`config.mk`:
```
export PLATFORM = sky130hd
export DESIGN_NAME = qec_queue_engine_regs
export DESIGN_NICKNAME = d
export VERILOG_FILES = /design/src/hw/qec_pkg.sv /design/src/hw/qec_engine_if.sv /design/src/hw/qec_patrol_walker.sv /design/src/hw/qec_queue_engine_regs.sv
export SDC_FILE = /design/constraint.sdc
export NUM_CORES = 1
export LEC_CHECK = 0
export BUFFER_PORTS_ARGS = -buffer_cell sky130_fd_sc_hd__buf_2
export CAP_MARGIN = 20
export CORE_ASPECT_RATIO = 1.4
export CORE_MARGIN = 2
export CORE_UTILIZATION = 46
export DETAILED_ROUTE_END_ITERATION = 10
export PLACE_DENSITY = 0.7
export REMOVE_ABC_BUFFERS = 1
export SLEW_MARGIN = 5
export SYNTH_ARGS = -nofsm -noshare
export SYNTH_HDL_FRONTEND = slang
export SYNTH_SLANG_ARGS = --single-unit
```
`constraint.sdc`:
```
create_clock -name clock -period 4.8 [get_ports clock]
set_input_delay 0.96 -clock clock [delete_from_list [all_inputs] [get_ports clock]]
set_output_delay 0.96 -clock clock [all_outputs]
set_load 0.02 [all_outputs]
```
`src/hw/qec_pkg.sv`:
```
package qec_pkg;

   // ------------------------------------------------------------
   // register offsets
   // ------------------------------------------------------------
   localparam logic [11:0] OFS_ENGINE_CFG    = 12'h700;
   localparam logic [11:0] OFS_RX_TX_CTL     = 12'h704;
   localparam logic [11:0] OFS_MAX_THR       = 12'h710;
   localparam logic [11:0] OFS_LOW_LOSS_THR  = 12'h714;
   localparam logic [11:0] OFS_HIGH_LOSS_THR = 12'h718;
   localparam logic [11:0] OFS_ALT_LEN       = 12'h71C;
   localparam logic [11:0] OFS_PATROL_RANGE  = 12'h720;
   localparam logic [11:0] OFS_TEARDOWN_ID   = 12'h724;
   localparam logic [11:0] OFS_STATUS        = 12'h728;

   // ------------------------------------------------------------
   // field positions
   // ------------------------------------------------------------
   localparam int BIT_RUN_ENABLE   = 31;
   localparam int BIT_ACTIVE       = 30;
   localparam int BIT_SINGLE_STEP  = 29;
   localparam int BIT_WAN_EG_IGN   = 0;
   localparam int BIT_LOOP_EG_IGN  = 4;
   localparam int BIT_WAN_IN_IGN   = 8;
   localparam int BIT_WAN_HOST     = 9;
   localparam int BIT_LOOP_IN_IGN  = 12;
   localparam int BIT_LOOP_HOST    = 13;
   localparam int BIT_PATROL_RUN   = 0;
   localparam int BIT_TD_RUN       = 4;
   localparam int BIT_TD_SCOPE     = 5;

   // ------------------------------------------------------------
   // writable masks and reset values
   // ------------------------------------------------------------
   localparam logic [31:0] MASK_RX_TX   = 32'h0000_3311;
   localparam logic [31:0] MASK_THR     = 32'h00FF_00FF;
   localparam logic [31:0] MASK_ALT_LEN = 32'h0000_03FF;
   localparam logic [31:0] MASK_TD_ID   = 32'hFFFF_FFF3;
   localparam logic [31:0] RESET_VALUE  = 32'h0000_0000;

   // ------------------------------------------------------------
   // engine step counts
   // ------------------------------------------------------------
   localparam logic [7:0] TD_CYCLES     = 8'h10;
   localparam logic [7:0] STEP_CYCLES   = 8'h04;

   typedef enum logic [1:0] {QEC_CELL_TO_WAN, QEC_CELL_TO_LOOP, QEC_CELL_TO_HOST} qec_dest_t;

endpackage : qec_pkg

```
`src/hw/qec_engine_if.sv`:
```
`timescale 1ns/100ps
interface qec_engine_if;
   logic        patrol_start;
   logic [15:0] patrol_first_conn;
   logic [15:0] patrol_last_conn;
   logic        patrol_done;
   logic [15:0] patrol_conn;
   logic        patrol_check;
   modport ctl (output patrol_start, patrol_first_conn, patrol_last_conn,
                input  patrol_done, patrol_conn, patrol_check);
   modport walk (input  patrol_start, patrol_first_conn, patrol_last_conn,
                 output patrol_done, patrol_conn, patrol_check);
endinterface : qec_engine_if

```
`src/hw/qec_patrol_walker.sv`:
```
`timescale 1ns/100ps
module qec_patrol_walker (
   // clock and reset
   input  wire logic   clock,
   input  wire logic   rst,
   // control side
   qec_engine_if.walk  eng
);

   typedef enum logic [0:0] {QEC_IDLE, QEC_WALK} qec_walk_t;

   qec_walk_t   state_q;
   logic [15:0] conn_q;
   logic        done_q;
   wire         at_end = (conn_q == eng.patrol_last_conn);

   // ------------------------------------------------------------
   // walk connection ids first..last
   // ------------------------------------------------------------
   always_ff @(posedge clock) begin
      done_q <= 1'b0;
      if (rst) begin
         state_q <= QEC_IDLE;
         conn_q  <= 16'h0000;
      end else begin
         case (state_q)
            QEC_IDLE: begin
               if (eng.patrol_start) begin
                  conn_q  <= eng.patrol_first_conn;
                  state_q <= QEC_WALK;
               end
            end
            QEC_WALK: begin
               if (at_end || conn_q > eng.patrol_last_conn) begin
                  done_q  <= 1'b1;
                  state_q <= QEC_IDLE;
               end else begin
                  conn_q <= conn_q + 16'h0001;
               end
            end
            default: state_q <= QEC_IDLE;
         endcase
      end
   end

   assign eng.patrol_done  = done_q;
   assign eng.patrol_conn  = conn_q;
   assign eng.patrol_check = state_q[0];

endmodule : qec_patrol_walker

```
`src/hw/qec_queue_engine_regs.sv`:
```
`timescale 1ns/100ps
module qec_queue_engine_regs (
   // clock and reset
   input  wire logic        clock,
   input  wire logic        rst,
   // register port
   input  wire logic [11:0] reg_addr,
   input  wire logic [31:0] reg_wdata,
   input  wire logic        reg_wr,
   input  wire logic        reg_rd,
   output logic      [31:0] reg_rdata,
   // cell requests
   input  wire logic        wan_egress_req,
   input  wire logic        loop_egress_req,
   input  wire logic        wan_ingress_req,
   input  wire logic        loop_ingress_req,
   input  wire logic [1:0]  ingress_dest,
   // frame check
   input  wire logic        frame_check,
   input  wire logic        frame_continuous,
   input  wire logic        alt_length_select,
   input  wire logic [15:0] frame_cells,
   // engine outputs
   output logic             wan_egress_grant,
   output logic             loop_egress_grant,
   output logic             wan_ingress_grant,
   output logic             loop_ingress_grant,
   output logic             ingress_discard,
   output logic             early_frame_discard,
   output logic [15:0]      discard_count,
   output logic             teardown_strobe,
   output logic             teardown_scope_select,
   output logic [15:0]      teardown_conn_id,
   output logic [11:0]      teardown_port_id,
   output logic [1:0]       teardown_class_id,
   output logic [15:0]      patrol_conn,
   output logic             patrol_check,
   output logic [7:0]       wan_total_limit,
   output logic [7:0]       loop_total_limit,
   output logic [7:0]       wan_low_loss_discard_level,
   output logic [7:0]       loop_low_loss_discard_level,
   output logic [7:0]       wan_high_loss_discard_level,
   output logic [7:0]       loop_high_loss_discard_level,
   output logic             engine_active_flag
);

   // ------------------------------------------------------------
   // storage
   // ------------------------------------------------------------
   logic        run_q;
   logic        step_q;
   logic        active_q;
   logic [7:0]  step_cnt_q;
   logic [31:0] rx_tx_q;
   logic [31:0] max_thr_q;
   logic [31:0] low_thr_q;
   logic [31:0] high_thr_q;
   logic [31:0] alt_len_q;
   logic [31:0] patrol_range_q;
   logic [31:0] td_id_q;
   logic        patrol_run_q;
   logic        td_run_q;
   logic        td_scope_q;
   logic [7:0]  td_cnt_q;
   logic        patrol_start_q;
   logic [31:0] rdata_q;
   logic [15:0] disc_cnt_q;
   logic        wan_eg_q, loop_eg_q, wan_in_q, loop_in_q, in_disc_q, efd_q, td_strobe_q;

   qec_engine_if eng ();

   qec_patrol_walker u_walker (
      .clock (clock),
      .rst   (rst),
      .eng   (eng)
   );

   // ------------------------------------------------------------
   // decode
   // ------------------------------------------------------------
   wire wr_cfg    = reg_wr && reg_addr == qec_pkg::OFS_ENGINE_CFG;
   wire wr_rx_tx  = reg_wr && reg_addr == qec_pkg::OFS_RX_TX_CTL;
   wire wr_max    = reg_wr && reg_addr == qec_pkg::OFS_MAX_THR;
   wire wr_low    = reg_wr && reg_addr == qec_pkg::OFS_LOW_LOSS_THR;
   wire wr_high   = reg_wr && reg_addr == qec_pkg::OFS_HIGH_LOSS_THR;
   wire wr_alt    = reg_wr && reg_addr == qec_pkg::OFS_ALT_LEN;
   wire wr_range  = reg_wr && reg_addr == qec_pkg::OFS_PATROL_RANGE;
   wire wr_td_id  = reg_wr && reg_addr == qec_pkg::OFS_TEARDOWN_ID;
   wire wr_status = reg_wr && reg_addr == qec_pkg::OFS_STATUS;

   wire engine_on = run_q || active_q;
   wire step_go   = step_q && !active_q;
   wire td_go     = wr_status && reg_wdata[qec_pkg::BIT_TD_RUN] && !td_run_q;
   wire pt_go     = wr_status && reg_wdata[qec_pkg::BIT_PATROL_RUN] && !patrol_run_q;
   wire td_end    = td_run_q && td_cnt_q == qec_pkg::TD_CYCLES;
   wire step_end  = active_q && step_q && step_cnt_q == qec_pkg::STEP_CYCLES;
   wire in_busy   = engine_on || td_run_q || patrol_run_q;

   wire wan_switched  = ingress_dest != 2'(qec_pkg::QEC_CELL_TO_HOST);
   wire wan_in_ok     = engine_on && wan_ingress_req && !rx_tx_q[qec_pkg::BIT_WAN_IN_IGN];
   wire loop_in_ok    = engine_on && loop_ingress_req && !rx_tx_q[qec_pkg::BIT_LOOP_IN_IGN];
   wire wan_filtered  = wan_in_ok && rx_tx_q[qec_pkg::BIT_WAN_HOST] && wan_switched;
   wire loop_filtered = loop_in_ok && rx_tx_q[qec_pkg::BIT_LOOP_HOST] && wan_switched;
   wire efd_hit       = engine_on && frame_check && frame_continuous && alt_length_select
                        && frame_cells > {6'h00, alt_len_q[9:0]};
   wire [15:0] disc_inc = 16'(wan_filtered) + 16'(loop_filtered) + 16'(td_end);

   logic [31:0] rd_mux;
   always_comb begin
      case (reg_addr)
         qec_pkg::OFS_ENGINE_CFG:    rd_mux = {run_q, in_busy, step_q, 29'h0000_0000};
         qec_pkg::OFS_RX_TX_CTL:     rd_mux = rx_tx_q;
         qec_pkg::OFS_MAX_THR:       rd_mux = max_thr_q;
         qec_pkg::OFS_LOW_LOSS_THR:  rd_mux = low_thr_q;
         qec_pkg::OFS_HIGH_LOSS_THR: rd_mux = high_thr_q;
         qec_pkg::OFS_ALT_LEN:       rd_mux = alt_len_q;
         qec_pkg::OFS_PATROL_RANGE:  rd_mux = patrol_range_q;
         qec_pkg::OFS_TEARDOWN_ID:   rd_mux = td_id_q;
         qec_pkg::OFS_STATUS:
            rd_mux = {26'h000_0000, td_scope_q, td_run_q, 3'h0, patrol_run_q};
         default:                    rd_mux = 32'h0000_0000;
      endcase
   end

   // ------------------------------------------------------------
   // engine control and single step
   // ------------------------------------------------------------
   always_ff @(posedge clock) begin
      if (rst) begin
         run_q      <= 1'b0;
         step_q     <= 1'b0;
         active_q   <= 1'b0;
         step_cnt_q <= 8'h00;
      end else begin
         if (wr_cfg) begin
            run_q  <= reg_wdata[qec_pkg::BIT_RUN_ENABLE] | reg_wdata[qec_pkg::BIT_SINGLE_STEP];
            step_q <= reg_wdata[qec_pkg::BIT_SINGLE_STEP];
         end
         if (step_go && run_q) begin
            active_q   <= 1'b1;
            step_cnt_q <= 8'h00;
            run_q      <= 1'b0;
         end else if (step_end) begin
            active_q <= 1'b0;
            step_q   <= 1'b0;
            run_q    <= 1'b0;
         end else if (active_q) begin
            step_cnt_q <= step_cnt_q + 8'h01;
         end
      end
   end

   // ------------------------------------------------------------
   // plain registers
   // ------------------------------------------------------------
   always_ff @(posedge clock) begin
      if (rst) begin
         rx_tx_q        <= qec_pkg::RESET_VALUE;
         max_thr_q      <= qec_pkg::RESET_VALUE;
         low_thr_q      <= qec_pkg::RESET_VALUE;
         high_thr_q     <= qec_pkg::RESET_VALUE;
         alt_len_q      <= qec_pkg::RESET_VALUE;
         patrol_range_q <= qec_pkg::RESET_VALUE;
         td_id_q        <= qec_pkg::RESET_VALUE;
         td_scope_q     <= 1'b0;
      end else begin
         if (wr_rx_tx) rx_tx_q <= reg_wdata & qec_pkg::MASK_RX_TX;
         if (wr_max) max_thr_q <= reg_wdata & qec_pkg::MASK_THR;
         if (wr_low) low_thr_q <= reg_wdata & qec_pkg::MASK_THR;
         if (wr_high) high_thr_q <= reg_wdata & qec_pkg::MASK_THR;
         if (wr_alt) alt_len_q <= reg_wdata & qec_pkg::MASK_ALT_LEN;
         if (wr_range) patrol_range_q <= reg_wdata;
         if (wr_td_id) td_id_q <= reg_wdata & qec_pkg::MASK_TD_ID;
         if (wr_status) td_scope_q <= reg_wdata[qec_pkg::BIT_TD_SCOPE];
      end
   end

   // ------------------------------------------------------------
   // patrol and tear-down status
   // ------------------------------------------------------------
   always_ff @(posedge clock) begin
      if (rst) begin
         patrol_run_q   <= 1'b0;
         patrol_start_q <= 1'b0;
         td_run_q       <= 1'b0;
         td_cnt_q       <= 8'h00;
      end else begin
         patrol_start_q <= pt_go;
         if (pt_go) patrol_run_q <= 1'b1;
         else if (eng.patrol_done) patrol_run_q <= 1'b0;
         if (td_go) begin
            td_run_q <= 1'b1;
            td_cnt_q <= 8'h00;
         end else if (td_end) begin
            td_run_q <= 1'b0;
         end else if (td_run_q) begin
            td_cnt_q <= td_cnt_q + 8'h01;
         end
      end
   end

   assign eng.patrol_start      = patrol_start_q;
   assign eng.patrol_first_conn = patrol_range_q[15:0];
   assign eng.patrol_last_conn  = patrol_range_q[31:16];

   // ------------------------------------------------------------
   // request gating, discards, read data
   // ------------------------------------------------------------
   always_ff @(posedge clock) begin
      if (rst) begin
         wan_eg_q    <= 1'b0;
         loop_eg_q   <= 1'b0;
         wan_in_q    <= 1'b0;
         loop_in_q   <= 1'b0;
         in_disc_q   <= 1'b0;
         efd_q       <= 1'b0;
         td_strobe_q <= 1'b0;
         disc_cnt_q  <= 16'h0000;
         rdata_q     <= 32'h0000_0000;
      end else begin
         wan_eg_q    <= engine_on && wan_egress_req && !rx_tx_q[qec_pkg::BIT_WAN_EG_IGN];
         loop_eg_q   <= engine_on && loop_egress_req
                        && !rx_tx_q[qec_pkg::BIT_LOOP_EG_IGN];
         wan_in_q    <= wan_in_ok && !wan_filtered;
         loop_in_q   <= loop_in_ok && !loop_filtered;
         in_disc_q   <= wan_filtered || loop_filtered;
         efd_q       <= efd_hit;
         td_strobe_q <= td_end;
         disc_cnt_q  <= disc_cnt_q + disc_inc;
         rdata_q     <= reg_rd ? rd_mux : 32'h0000_0000;
      end
   end

   assign reg_rdata                    = rdata_q;
   assign wan_egress_grant             = wan_eg_q;
   assign loop_egress_grant            = loop_eg_q;
   assign wan_ingress_grant            = wan_in_q;
   assign loop_ingress_grant           = loop_in_q;
   assign ingress_discard              = in_disc_q;
   assign early_frame_discard          = efd_q;
   assign discard_count                = disc_cnt_q;
   assign teardown_strobe              = td_strobe_q;
   assign teardown_scope_select        = td_scope_q;
   assign teardown_conn_id             = td_id_q[31:16];
   assign teardown_port_id             = td_id_q[15:4];
   assign teardown_class_id            = td_id_q[1:0];
   assign patrol_conn                  = eng.patrol_conn;
   assign patrol_check                 = eng.patrol_check;
   assign wan_total_limit              = max_thr_q[7:0];
   assign loop_total_limit             = max_thr_q[23:16];
   assign wan_low_loss_discard_level   = low_thr_q[7:0];
   assign loop_low_loss_discard_level  = low_thr_q[23:16];
   assign wan_high_loss_discard_level  = high_thr_q[7:0];
   assign loop_high_loss_discard_level = high_thr_q[23:16];
   assign engine_active_flag           = active_q;

endmodule : qec_queue_engine_regs

```
==> flow_metrics.tcl, run 1 <==
set metrics [dict create \
    fmax_mhz 319.0 \
    htree_num_levels 1 \
    crit_type "flip-flop to flip-flop" \
    die_area_mm2 0.02216 \
    synthCells 1180 \
    cts_tree "yes" \
    critical_path.max_stage_delay_ps 570 \
    cts_buffers 22 \
    gr-total-overflow 0 \
    end_kind "flip-flop" \
    slew_headroom 0.2435 \
    worstPathRequired_ps 5180 \
    clock_path_buffers 3 \
    fin_skew_ps 9.088 \
    grt_max_degree 70 \
    vias_per_cell 5.746 \
    routed_wl_mm 31.33 \
    syn-cell-area_mm2 0.009648 \
    drive_above_1_share 0.2078 \
    crit_path_cell_trace "inv_1 > ha_1 > nor4bb_1 > nand3_1 > fa_1 > inv_1 > ha_1 > fa_1 > and3_1 > nand4_1 > xor2_1 > nor2_1" \
    drv_cap 0 \
    leakage_nw 4.617 \
    diodes 0 \
    area_delta_synth_final_pct 20.84 \
    cts_resized 0 \
    min_path_cells 2 \
    min_path_type "flip-flop to flip-flop" \
    synthDistinctLibCells 60 \
    drc 0 \
    p_per_area_mw_per_mm2 325.1 \
    die_w_um 126.4 \
    ctsHoldBuffers 0 \
    maxSlewViolCount 0 \
    start_util 0.4693 \
    status "finished clean" \
    rsz0062_at_grt "no" \
    core-area_mm2 0.02056 \
    crit_slowest_cell "fa_1" \
    dpl.hpwl_mm 22.07 \
    finalHoldViolCount 0 \
    layout_min_cycle_time_ps 3135 \
    async_flop_share 0 \
    grt_first_pass_wirelength_mm 48.33 \
    wl_per_cell_um 19.08 \
    synth-edff-count 0 \
    path_buf_inv 2 \
    post-cts-setup-buffer-count 0 \
    vias 9435 \
    grt_pass1_vias 8906 \
    gp_congestion 0.9422 \
    rr_worst_depth 12 \
    worstSetupStartpointType "flip-flop" \
    cts.sink_count 222 \
    crit_family "adder cells" \
    holdPathEnd "td_id_q[25]$_SDFFE_PP0P_" \
    grt_antenna_before_repair 0 \
    crit_fanout 4 \
    cts.clk_slew.worst_paths_ps 60 \
    rr_startpoint "td_cnt_q[0]$_SDFFE_PP0P_" \
    syn_avg_cell_area_um2 8.176 \
    placed_area_mm2 0.01090 \
    ant_nets 0 \
    ys.flop_type "dfxtp_1" \
    first_pass_iters 6 \
    cts_root_buf "clkbuf_16" \
    fin_nets 1481 \
    final_cell_area_mm2 0.01166 \
    ys_seq_area_frac 0.4606 \
    clk_latency_ps 520 \
    drt_iter0_drc 793 \
    rr_endpoint "discard_count[14]$_SDFF_PP0_" \
    crit_arrival_ps 3520 \
    synth.ff_latch_count 222 \
    ys_warn_count 0 \
    grtUsageTotal 0.2711 \
    min_from "td_id_q[25]$_SDFFE_PP0P_" \
    setup_viol 0 \
    placementRows 62 \
    numPortBuffers 224 \
    worst-r2r-setup-slack_ps 1660 \
    fp.dieH_um 175.4 \
    timing.final.crit_share 0.6532 \
    io_pins 225 \
    tightest_slew_ps 1130 \
    setup_tns_ps 0 \
    ir_drop_mv 0.3349 \
]
flip-flops by register name (all words and copies together), names as in the netlist, 8 cells and up:
register	cells
high_thr_q	16
step_cnt_q	8
max_thr_q	16
patrol_range_q	32
u_walker.eng.patrol_conn	16
td_id_q	30
discard_count	16
low_thr_q	16
alt_len_q	10
td_cnt_q	8
reg_rdata	32
synthesized netlist by cell type, drive strengths merged (6+ instances only):
cell type	n	area (µm²)
nand2	285	1072
dfxtp	222	4444
a21oi	164	820.8
nor2	69	269.0
clkbuf	45	171.4
inv	44	165.2
nand3	40	200.2
a22oi	36	270.3
ha	33	412.9
buf	27	150.2
xor2	20	175.2
a222oi	17	170.2
and3	17	106.4
nor3	16	80.08
nand4	15	93.84
nor2b	13	81.33
a31oi	11	68.82
xnor2	11	96.34
nor4	9	62.56
o21ai	9	45.04
and2	6	37.54
mux2i	6	60.06
worst max path at each step:
stage / end / depth (start not counted) / from / slack, ps
2_1_floorplan: td_id_q[0]$_SDFFE_PP0P_ / 6 / reg_addr[11] / 1100
3_3_place_gp: high_thr_q[6]$_SDFFE_PP0P_ / 7 / reg_addr[5] / 1450
3_5_place_dp: high_thr_q[16]$_SDFFE_PP0P_ / 7 / reg_addr[5] / 1300
4_1_cts: discard_count[14]$_SDFF_PP0_ / 12 / td_cnt_q[0]$_SDFFE_PP0P_ / 1660
5_1_grt: discard_count[14]$_SDFF_PP0_ / 12 / td_cnt_q[0]$_SDFFE_PP0P_ / 1450
6_report: discard_count[14]$_SDFF_PP0_ / 12 / td_cnt_q[0]$_SDFFE_PP0P_ / 1660
cells in the final DEF (no fill, tap or decap), types with 4 or more instances in the layout:
| cell type | synthesis | routed |
|---|---|---|
| a21oi_1 | 164 | 164 |
| a222oi_1 | 17 | 17 |
| a22oi_1 | 36 | 36 |
| a31oi_1 | 11 | 11 |
| and2_1 | 6 | 6 |
| and3_1 | 17 | 17 |
| buf_2 | 18 | 224 |
| buf_4 | 7 | 17 |
| bufinv_16 | 0 | 4 |
| clkbuf_1 | 43 | 6 |
| clkbuf_16 | 0 | 23 |
| dfxtp_1 | 222 | 222 |
| ha_1 | 33 | 33 |
| inv_1 | 44 | 44 |
| mux2i_1 | 6 | 6 |
| nand2_1 | 284 | 284 |
| nand3_1 | 40 | 40 |
| nand4_1 | 15 | 15 |
| nor2_1 | 67 | 66 |
| nor2b_1 | 13 | 13 |
| nor3_1 | 16 | 15 |
| nor4_1 | 8 | 7 |
| o21ai_0 | 9 | 9 |
| o31ai_1 | 4 | 4 |
| or3_1 | 4 | 4 |
| xnor2_1 | 11 | 11 |
| xor2_1 | 20 | 20 |
stage by stage:
step                        util  hold WS [ps]  power (mW)  cells  setup slack, ps
after floorplan                -         419.4       1.905   1108             1100
after global placement    0.5304         452.6       1.992   1604             1446
after detailed placement  0.5304         459.1       1.992   1604             1298
after CTS                 0.5669         468.3       3.807   1641             1665
after global routing      0.5671         489.3       3.886   1642             1452
final                     0.5671         467.4       3.791   1642             1665
kinds of logic after synthesis:
kind of cell	after synthesis	synth area share
simple gates	491	0.2268
compound gates	276	0.1781
flops	222	0.4606
buf+inv	117	0.05084
fa+ha+maj	35	0.04695
xor+xnor	31	0.02814
mux	8	0.008559
report_power, final:
group          switching [mW]  internal, mW  total (mW)
registers            0.000112          1.84        1.84
logic                  0.0761        0.0346       0.111
clock network           0.734          1.10        1.84
final cells by class:
| class | count | area, µm² |
|---|---|---|
| clock buffer | 30 | 611.8 |
| clock inverter | 7 | 137.6 |
| fill | 1926 | 8899 |
| inverter | 45 | 168.9 |
| multi-input combinational | 841 | 4727 |
| sequential | 222 | 4444 |
| tap | 256 | 320.3 |
| timing repair buffer | 241 | 1249 |
worst register-to-register path, stage by stage (launching register included):
cell      delay [ps]
dfxtp_1          330
inv_1             90
ha_1             150
nor4bb_1         340
nand3_1          260
fa_1             570
inv_1             40
ha_1             220
fa_1             450
and3_1           230
nand4_1          130
xor2_1           150
nor2_1            50
metal layers:
layer	global-route usage	up-vias	wire length, µm
li1	-	4481	-
met1	0.3282	4448	12100
met2	0.4735	420	15610
met3	0.04569	86	2330
met4	0.1126	0	1292
met5	0	-	0
No activity file was read; power rests on OpenSTA's default activity.
==> run 2: changes to the inputs <==
ABC_AREA = 1   (was unset)
PLACE_DENSITY = 0.69   (was 0.7)
clock period = 2.9 ns   (was 4.8 ns; I/O delays follow)
==> run 2 against run 1 <==
Effect of this change:
- sequential share of layout area down 2.6 points
- hold slack worse by 160 ps
- final area up 7.3%
- sequential cell count unchanged
- maximum frequency up 11%
- global-route usage down 1.1 points
- wire length down 0.67%
- via count up 7.5%
- critical endpoint is now discard_count[12]$_SDFF_PP0_
==> flow_metrics.tcl, run 2 <==
set metrics [dict create \
    drc 0 \
    min_path_cells 3 \
    placed_area_mm2 0.01162 \
    synthDistinctLibCells 45 \
    syn_avg_cell_area_um2 7.291 \
    htree_num_levels 1 \
    rr_startpoint "td_cnt_q[0]$_SDFFE_PP0P_" \
    ys_seq_area_frac 0.4379 \
    vias 10140 \
    ant_nets 0 \
    die_w_um 129.5 \
    path_buf_inv 6 \
    place_inst 1885 \
    first_pass_iters 4 \
    fmax_mhz 354.5 \
    fin_nets 1724 \
    fp.dieH_um 179.7 \
    synth_common_cells "dfxtp_1 (222), nand2_1 (220), o21ai_0 (186), a21oi_1 (176), inv_1 (163)" \
    final_cell_area_mm2 0.01251 \
    cts_tree "yes" \
    min_path_type "input port to flip-flop" \
    synth_top_area_frac 0.4379 \
    crit_slowest_cell "fa_1" \
    slew_headroom 0.5347 \
    start_util 0.4659 \
    finalHoldViolCount 0 \
    drt_iter0_drc 708 \
    syn-cell-area_mm2 0.01015 \
    dpl.hpwl_mm 22.41 \
    status "finished clean" \
    yosysMostFrequentCell "dfxtp_1" \
    area_delta_synth_final_pct 23.23 \
    final_cell_mix "buf_2 (224), dfxtp_1 (221), nand2_1 (216)" \
    tightest_slew_ps 694.2 \
    layout_commonest_cell "buf_2" \
    timing.final.crit_share 0.9729 \
    ys.flop_type "dfxtp_1" \
    io_pins 225 \
    worstSetupPathDepth 21 \
    cts_buffers 23 \
    die_area_mm2 0.02328 \
    numPortBuffers 224 \
    grt_first_pass_wirelength_mm 48.63 \
    crit_type "flip-flop to flip-flop" \
    placementRows 64 \
    synth-edff-count 0 \
    rsz0062_at_grt "yes" \
    synth.ff_latch_count 222 \
    p_per_area_mw_per_mm2 510.4 \
    drive_above_1_share 0.2189 \
    wl_per_cell_um 16.13 \
    crit_family "simple AND/OR/NAND/NOR gates" \
    crit_fanout 3 \
    synth_area_leader_cell "dfxtp_1" \
    setup_viol 0 \
    leakage_nw 5.538 \
    synthCells 1392 \
    rr_endpoint "discard_count[12]$_SDFF_PP0_" \
    async_flop_share 0 \
    gp_congestion 0.9071 \
    rr_worst_depth 21 \
    cts.clk_slew.worst_paths_ps 70 \
    critical_path.max_stage_delay_ps 450 \
    holdPathEnd "loop_egress_grant$_SDFF_PP0_" \
    core-area_mm2 0.02178 \
    cpMostUsedCell "inv_2" \
    cts_root_buf "clkbuf_16" \
    min_from "loop_egress_req" \
    maxSlewViolCount 0 \
    end_kind "flip-flop" \
    vias_per_cell 5.253 \
    worst-r2r-setup-slack_ps 80 \
    synth.area.top_cells "dfxtp_1 (44%), o21ai_0 (9.2%), a21oi_1 (8.7%), nand2_1 (8.1%), inv_1 (6.0%)" \
    worstPathRequired_ps 3290 \
    instances_no_fill 1930 \
    layout_min_cycle_time_ps 2821 \
    gr-total-overflow 0 \
    crit_path_cell_trace "inv_2 > ha_4 > inv_2 > nor4_2 > nand2_1 > inv_2 > nand2_4 > fa_1 > inv_1 > ha_2 > fa_2 > nand2_2 > inv_2 > nand2_2 > nor3_2 > nand2_1 > inv_2 > nand2_2 > nor2_2 > nand2_1 > nor3b_1" \
    grt_antenna_before_repair 4 \
    grt_max_degree 83 \
    grtUsageTotal 0.2603 \
    ys_warn_count 0 \
    routed_wl_mm 31.12 \
    fin_skew_ps 9.754 \
    ir_drop_mv 0.3481 \
    clock_path_buffers 3 \
    crit_arrival_ps 3210 \
    drv_cap 0 \
    cts.sink_count 222 \
    worstSetupStartpointType "flip-flop" \
    clk_latency_ps 510 \
    grt_pass1_vias 9361 \
]
## run 2: cell count changes in the layout (fill, tap and decap cells not counted), moves of 17 or more
cell,previous run,this run
a22oi_1,36,0
nand2_1,284,216
a222oi_1,17,0
nor2_1,66,146
xor2_1,20,3
o21ai_0,9,184
nand3_1,40,68
inv_1,44,156
## run 2: final cells by class
type,count,area [µm²]
Tap cell,297,371.6
Clock inverter,9,125.1
Sequential cell,222,4446
Fill cell,2153,9275
Inverter,170,640.6
Antenna cell,2,5.005
Timing Repair Buffer,258,1418
Multi-Input combinational cell,941,4835
Clock buffer,31,665.6
## run 2: cell families (layout without fill, tap and decap cells)
family                   after synthesis  after routing  share of synthesized area
AO/OA/AOI/OAI                        390            390                     0.1999
XOR/XNOR                               5              5                   0.004316
adder cells (fa/ha/maj)               35             35                    0.04463
buffers and inverters                229            468                    0.09185
flip-flops                           222            222                     0.4379
other                                  0              2                          0
AND/OR/NAND/NOR                      511            511                     0.2214
## run 2: per-layer routing
metal  GRT usage  share of wire
met5           0        0.00087
met1      0.3223           0.41
met4     0.08258          0.030
met2      0.4613           0.51
met3     0.03661          0.059
## run 2: worst min-delay path, delay by kind of cell
family	cells	cell delay, ps
AND/OR/NAND/NOR	2	90
buffers and inverters	1	90
## run 2: power by group
part / switching, mW / total, mW / internal (mW)
clock network: 1.25 / 3.12 / 1.87
registers: 0.000261 / 3.05 / 3.05
logic: 0.139 / 0.212 / 0.0734
total: 1.39 / 6.38 / 4.99
## run 2: worst max path at each step
stage                              from                      endpoint  slack, ps
3_5_place_dp            ingress_dest[1]  discard_count[12]$_SDFF_PP0_       -260
6_report       td_cnt_q[0]$_SDFFE_PP0P_  discard_count[12]$_SDFF_PP0_         80
5_1_grt        td_cnt_q[0]$_SDFFE_PP0P_  discard_count[12]$_SDFF_PP0_        -80
4_1_cts        td_cnt_q[0]$_SDFFE_PP0P_  discard_count[12]$_SDFF_PP0_          2
3_3_place_gp            ingress_dest[1]  discard_count[12]$_SDFF_PP0_       -220
2_1_floorplan                       rst      reg_rdata[10]$_SDFF_PP0_       -700
## run 2: timing repair
item,4_1_cts,5_1_grt
resized for setup,4,22
hold buffers,0,0
buffers inserted,0,3
endpoints found under the setup margin,3,10
endpoints found under the hold margin,0,0
pin swaps,0,1
## run 2: per-stage QoR
stage          TNS (ps)  hold WS (ps)  worst slack [ps]  total power, mW    util
2_1_floorplan    -17290         409.5            -695.1            3.211       -
3_3_place_gp     -505.5         443.0            -216.1            3.325  0.5335
3_5_place_dp     -787.8         431.5            -264.5            3.327  0.5335
4_1_cts               0         298.2             1.948            6.419  0.5705
5_1_grt          -105.0         297.0            -76.46            6.563  0.5740
6_report              0         304.1             78.73            6.383  0.5742
==> run 3: changes to the inputs <==
CORE_MARGIN = 3   (was 2)
==> run 3 against run 2 <==
Effect of this change:
- final area rose by 0.23%
- critical endpoint is now discard_count[8]$_SDFF_PP0_
- combinational power barely moved
- die area rose by 2.7%
- largest power group unchanged
- clock power rose by 4%
==> flow_metrics.tcl, run 3 (synthesis gave the netlist of run 2 again) <==
set metrics [dict create \
    final_cell_area_mm2 0.01253 \
    crit_fanout 3 \
    crit_arrival_ps 3170 \
    holdWs_ps 293.3 \
    layout_min_cycle_time_ps 2744 \
    io_pins 225 \
    ctsHoldBuffers 0 \
    slew_headroom 0.5323 \
    p_per_area_mw_per_mm2 518.7 \
    instances_no_fill 1926 \
    vias_per_cell 5.261 \
    htree_num_levels 1 \
    cts_tree "yes" \
    place_inst 1877 \
    ant_nets 0 \
    wl_per_cell_um 16.18 \
    timing.final.crit_share 0.9461 \
    gp_congestion 0.8948 \
    grt_antenna_before_repair 2 \
    dpl.hpwl_mm 22.56 \
    grt_pass1_vias 9596 \
    drc 0 \
    maxSlewViolCount 0 \
    gr-total-overflow 0 \
    n_fill_cell 2106 \
    start_util 0.4733 \
    leakage_nw 5.578 \
    setup_viol 0 \
    min_path_type "input port to flip-flop" \
    final_cell_mix "buf_2 (224), dfxtp_1 (219), nand2_1 (216)" \
    clock_path_buffers 3 \
    die_w_um 131.5 \
    routed_wl_mm 31.17 \
    grt_max_degree 155 \
    cts.clk_slew.worst_paths_ps 60 \
    drv_cap 0 \
    worstSetupStartpointType "flip-flop" \
    die_area_mm2 0.02390 \
    drt_iter0_drc 714 \
    first_pass_iters 5 \
    end_kind "flip-flop" \
    drive_above_1_share 0.2205 \
    tightest_slew_ps 697.8 \
    crit_type "flip-flop to flip-flop" \
    numPortBuffers 224 \
    status "finished clean" \
    grt_first_pass_wirelength_mm 49.44 \
    ir_drop_mv 0.4462 \
    rr_worst_depth 19 \
    fin_skew_ps 8.145 \
    total_power_mw 6.502 \
    cts_buffers 24 \
    fmax_mhz 364.5 \
    worstPathRequired_ps 3330 \
    fin_nets 1723 \
    core-area_mm2 0.02144 \
    finish.utilization 0.5846 \
    area_delta_synth_final_pct 23.51 \
    vias 10130 \
    placed_area_mm2 0.01158 \
    fp.dieH_um 181.7 \
    rsz0062_at_grt "yes" \
    layout_commonest_cell "buf_2" \
    clk_latency_ps 520 \
    placementRows 63 \
    finalHoldViolCount 0 \
    grtUsageTotal 0.2507 \
    cts_root_buf "clkbuf_16" \
    min_path_cells 3 \
    cts.sink_count 222 \
]
run 3: cell types whose count changed in the layout (fill, tap and decap cells not counted), sizes merged:
cell    previous run  this run
clkinv             7        10
buf              258       256
diode              2         1
inv              167       168
run 3: what timing repair did:
item | CTS | global route
pin swaps | 9 | 6
gates resized for setup | 16 | 9
endpoints found under the setup margin | 2 | 8
setup buffers | 1 | 3
hold endpoints to repair | 0 | 0
run 3: power by group:
group / total [mW] / internal [mW] / switching [mW]
logic: 0.209 / 0.0697 / 0.139
registers: 3.05 / 3.05 / 0.000258
clock network: 3.24 / 1.97 / 1.28
run 3: worst paths after layout:
check                           slack [ps]                           startpoint                     endpoint
worst max-delay path                   160             td_cnt_q[1]$_SDFFE_PP0P_  discard_count[8]$_SDFF_PP0_
worst min-delay path                   290                       wan_egress_req  wan_egress_grant$_SDFF_PP0_
worst max register to register         160             td_cnt_q[1]$_SDFFE_PP0P_  discard_count[8]$_SDFF_PP0_
worst min register to register         460  u_walker.eng.patrol_done$_SDFF_PP0_    patrol_run_q$_SDFFE_PP0P_
run 3: area by class of cell:
type | instances | area [µm²] | share of cell area
antenna | 1 | 2.502 | 0.0001996
clock buffer | 31 | 698.2 | 0.05570
clock inverter | 13 | 148.9 | 0.01188
inverter | 170 | 640.6 | 0.05111
multi-input combinational | 941 | 4845 | 0.3865
sequential | 222 | 4448 | 0.3549
tap | 292 | 365.4 | 0.02915
timing repair buffer | 256 | 1386 | 0.1106
run 3: critical path: stages (launching register included):
cell,delay [ps]
dfxtp_2,320
inv_2,60
ha_4,120
inv_1,30
nor4_1,150
nand2_1,110
inv_1,80
nand2_2,60
fa_1,490
inv_2,50
ha_4,160
fa_2,350
nand2_2,70
inv_2,50
nand2_4,70
nor3_4,40
nand2_1,80
inv_2,50
buf_4,130
a211oi_1,190
run 3: metrics by stage:
stage / setup slack, ps / TNS, ps
final: 156.3 / 0
after global routing: -25.35 / -25.35
after CTS: 10.79 / 0
after detailed placement: -228.5 / -1006
after global placement: -189.8 / -641.7
after floorplan: -695.1 / -17290
run 3: layer usage:
layer / up-vias / wire length, µm / track usage
li1: 5039 / - / -
met1: 4636 / 12590 / 0.3079
met2: 371 / 15260 / 0.4338
met3: 85 / 2008 / 0.04102
met4: 2 / 1301 / 0.1097
met5: - / 13 / 0
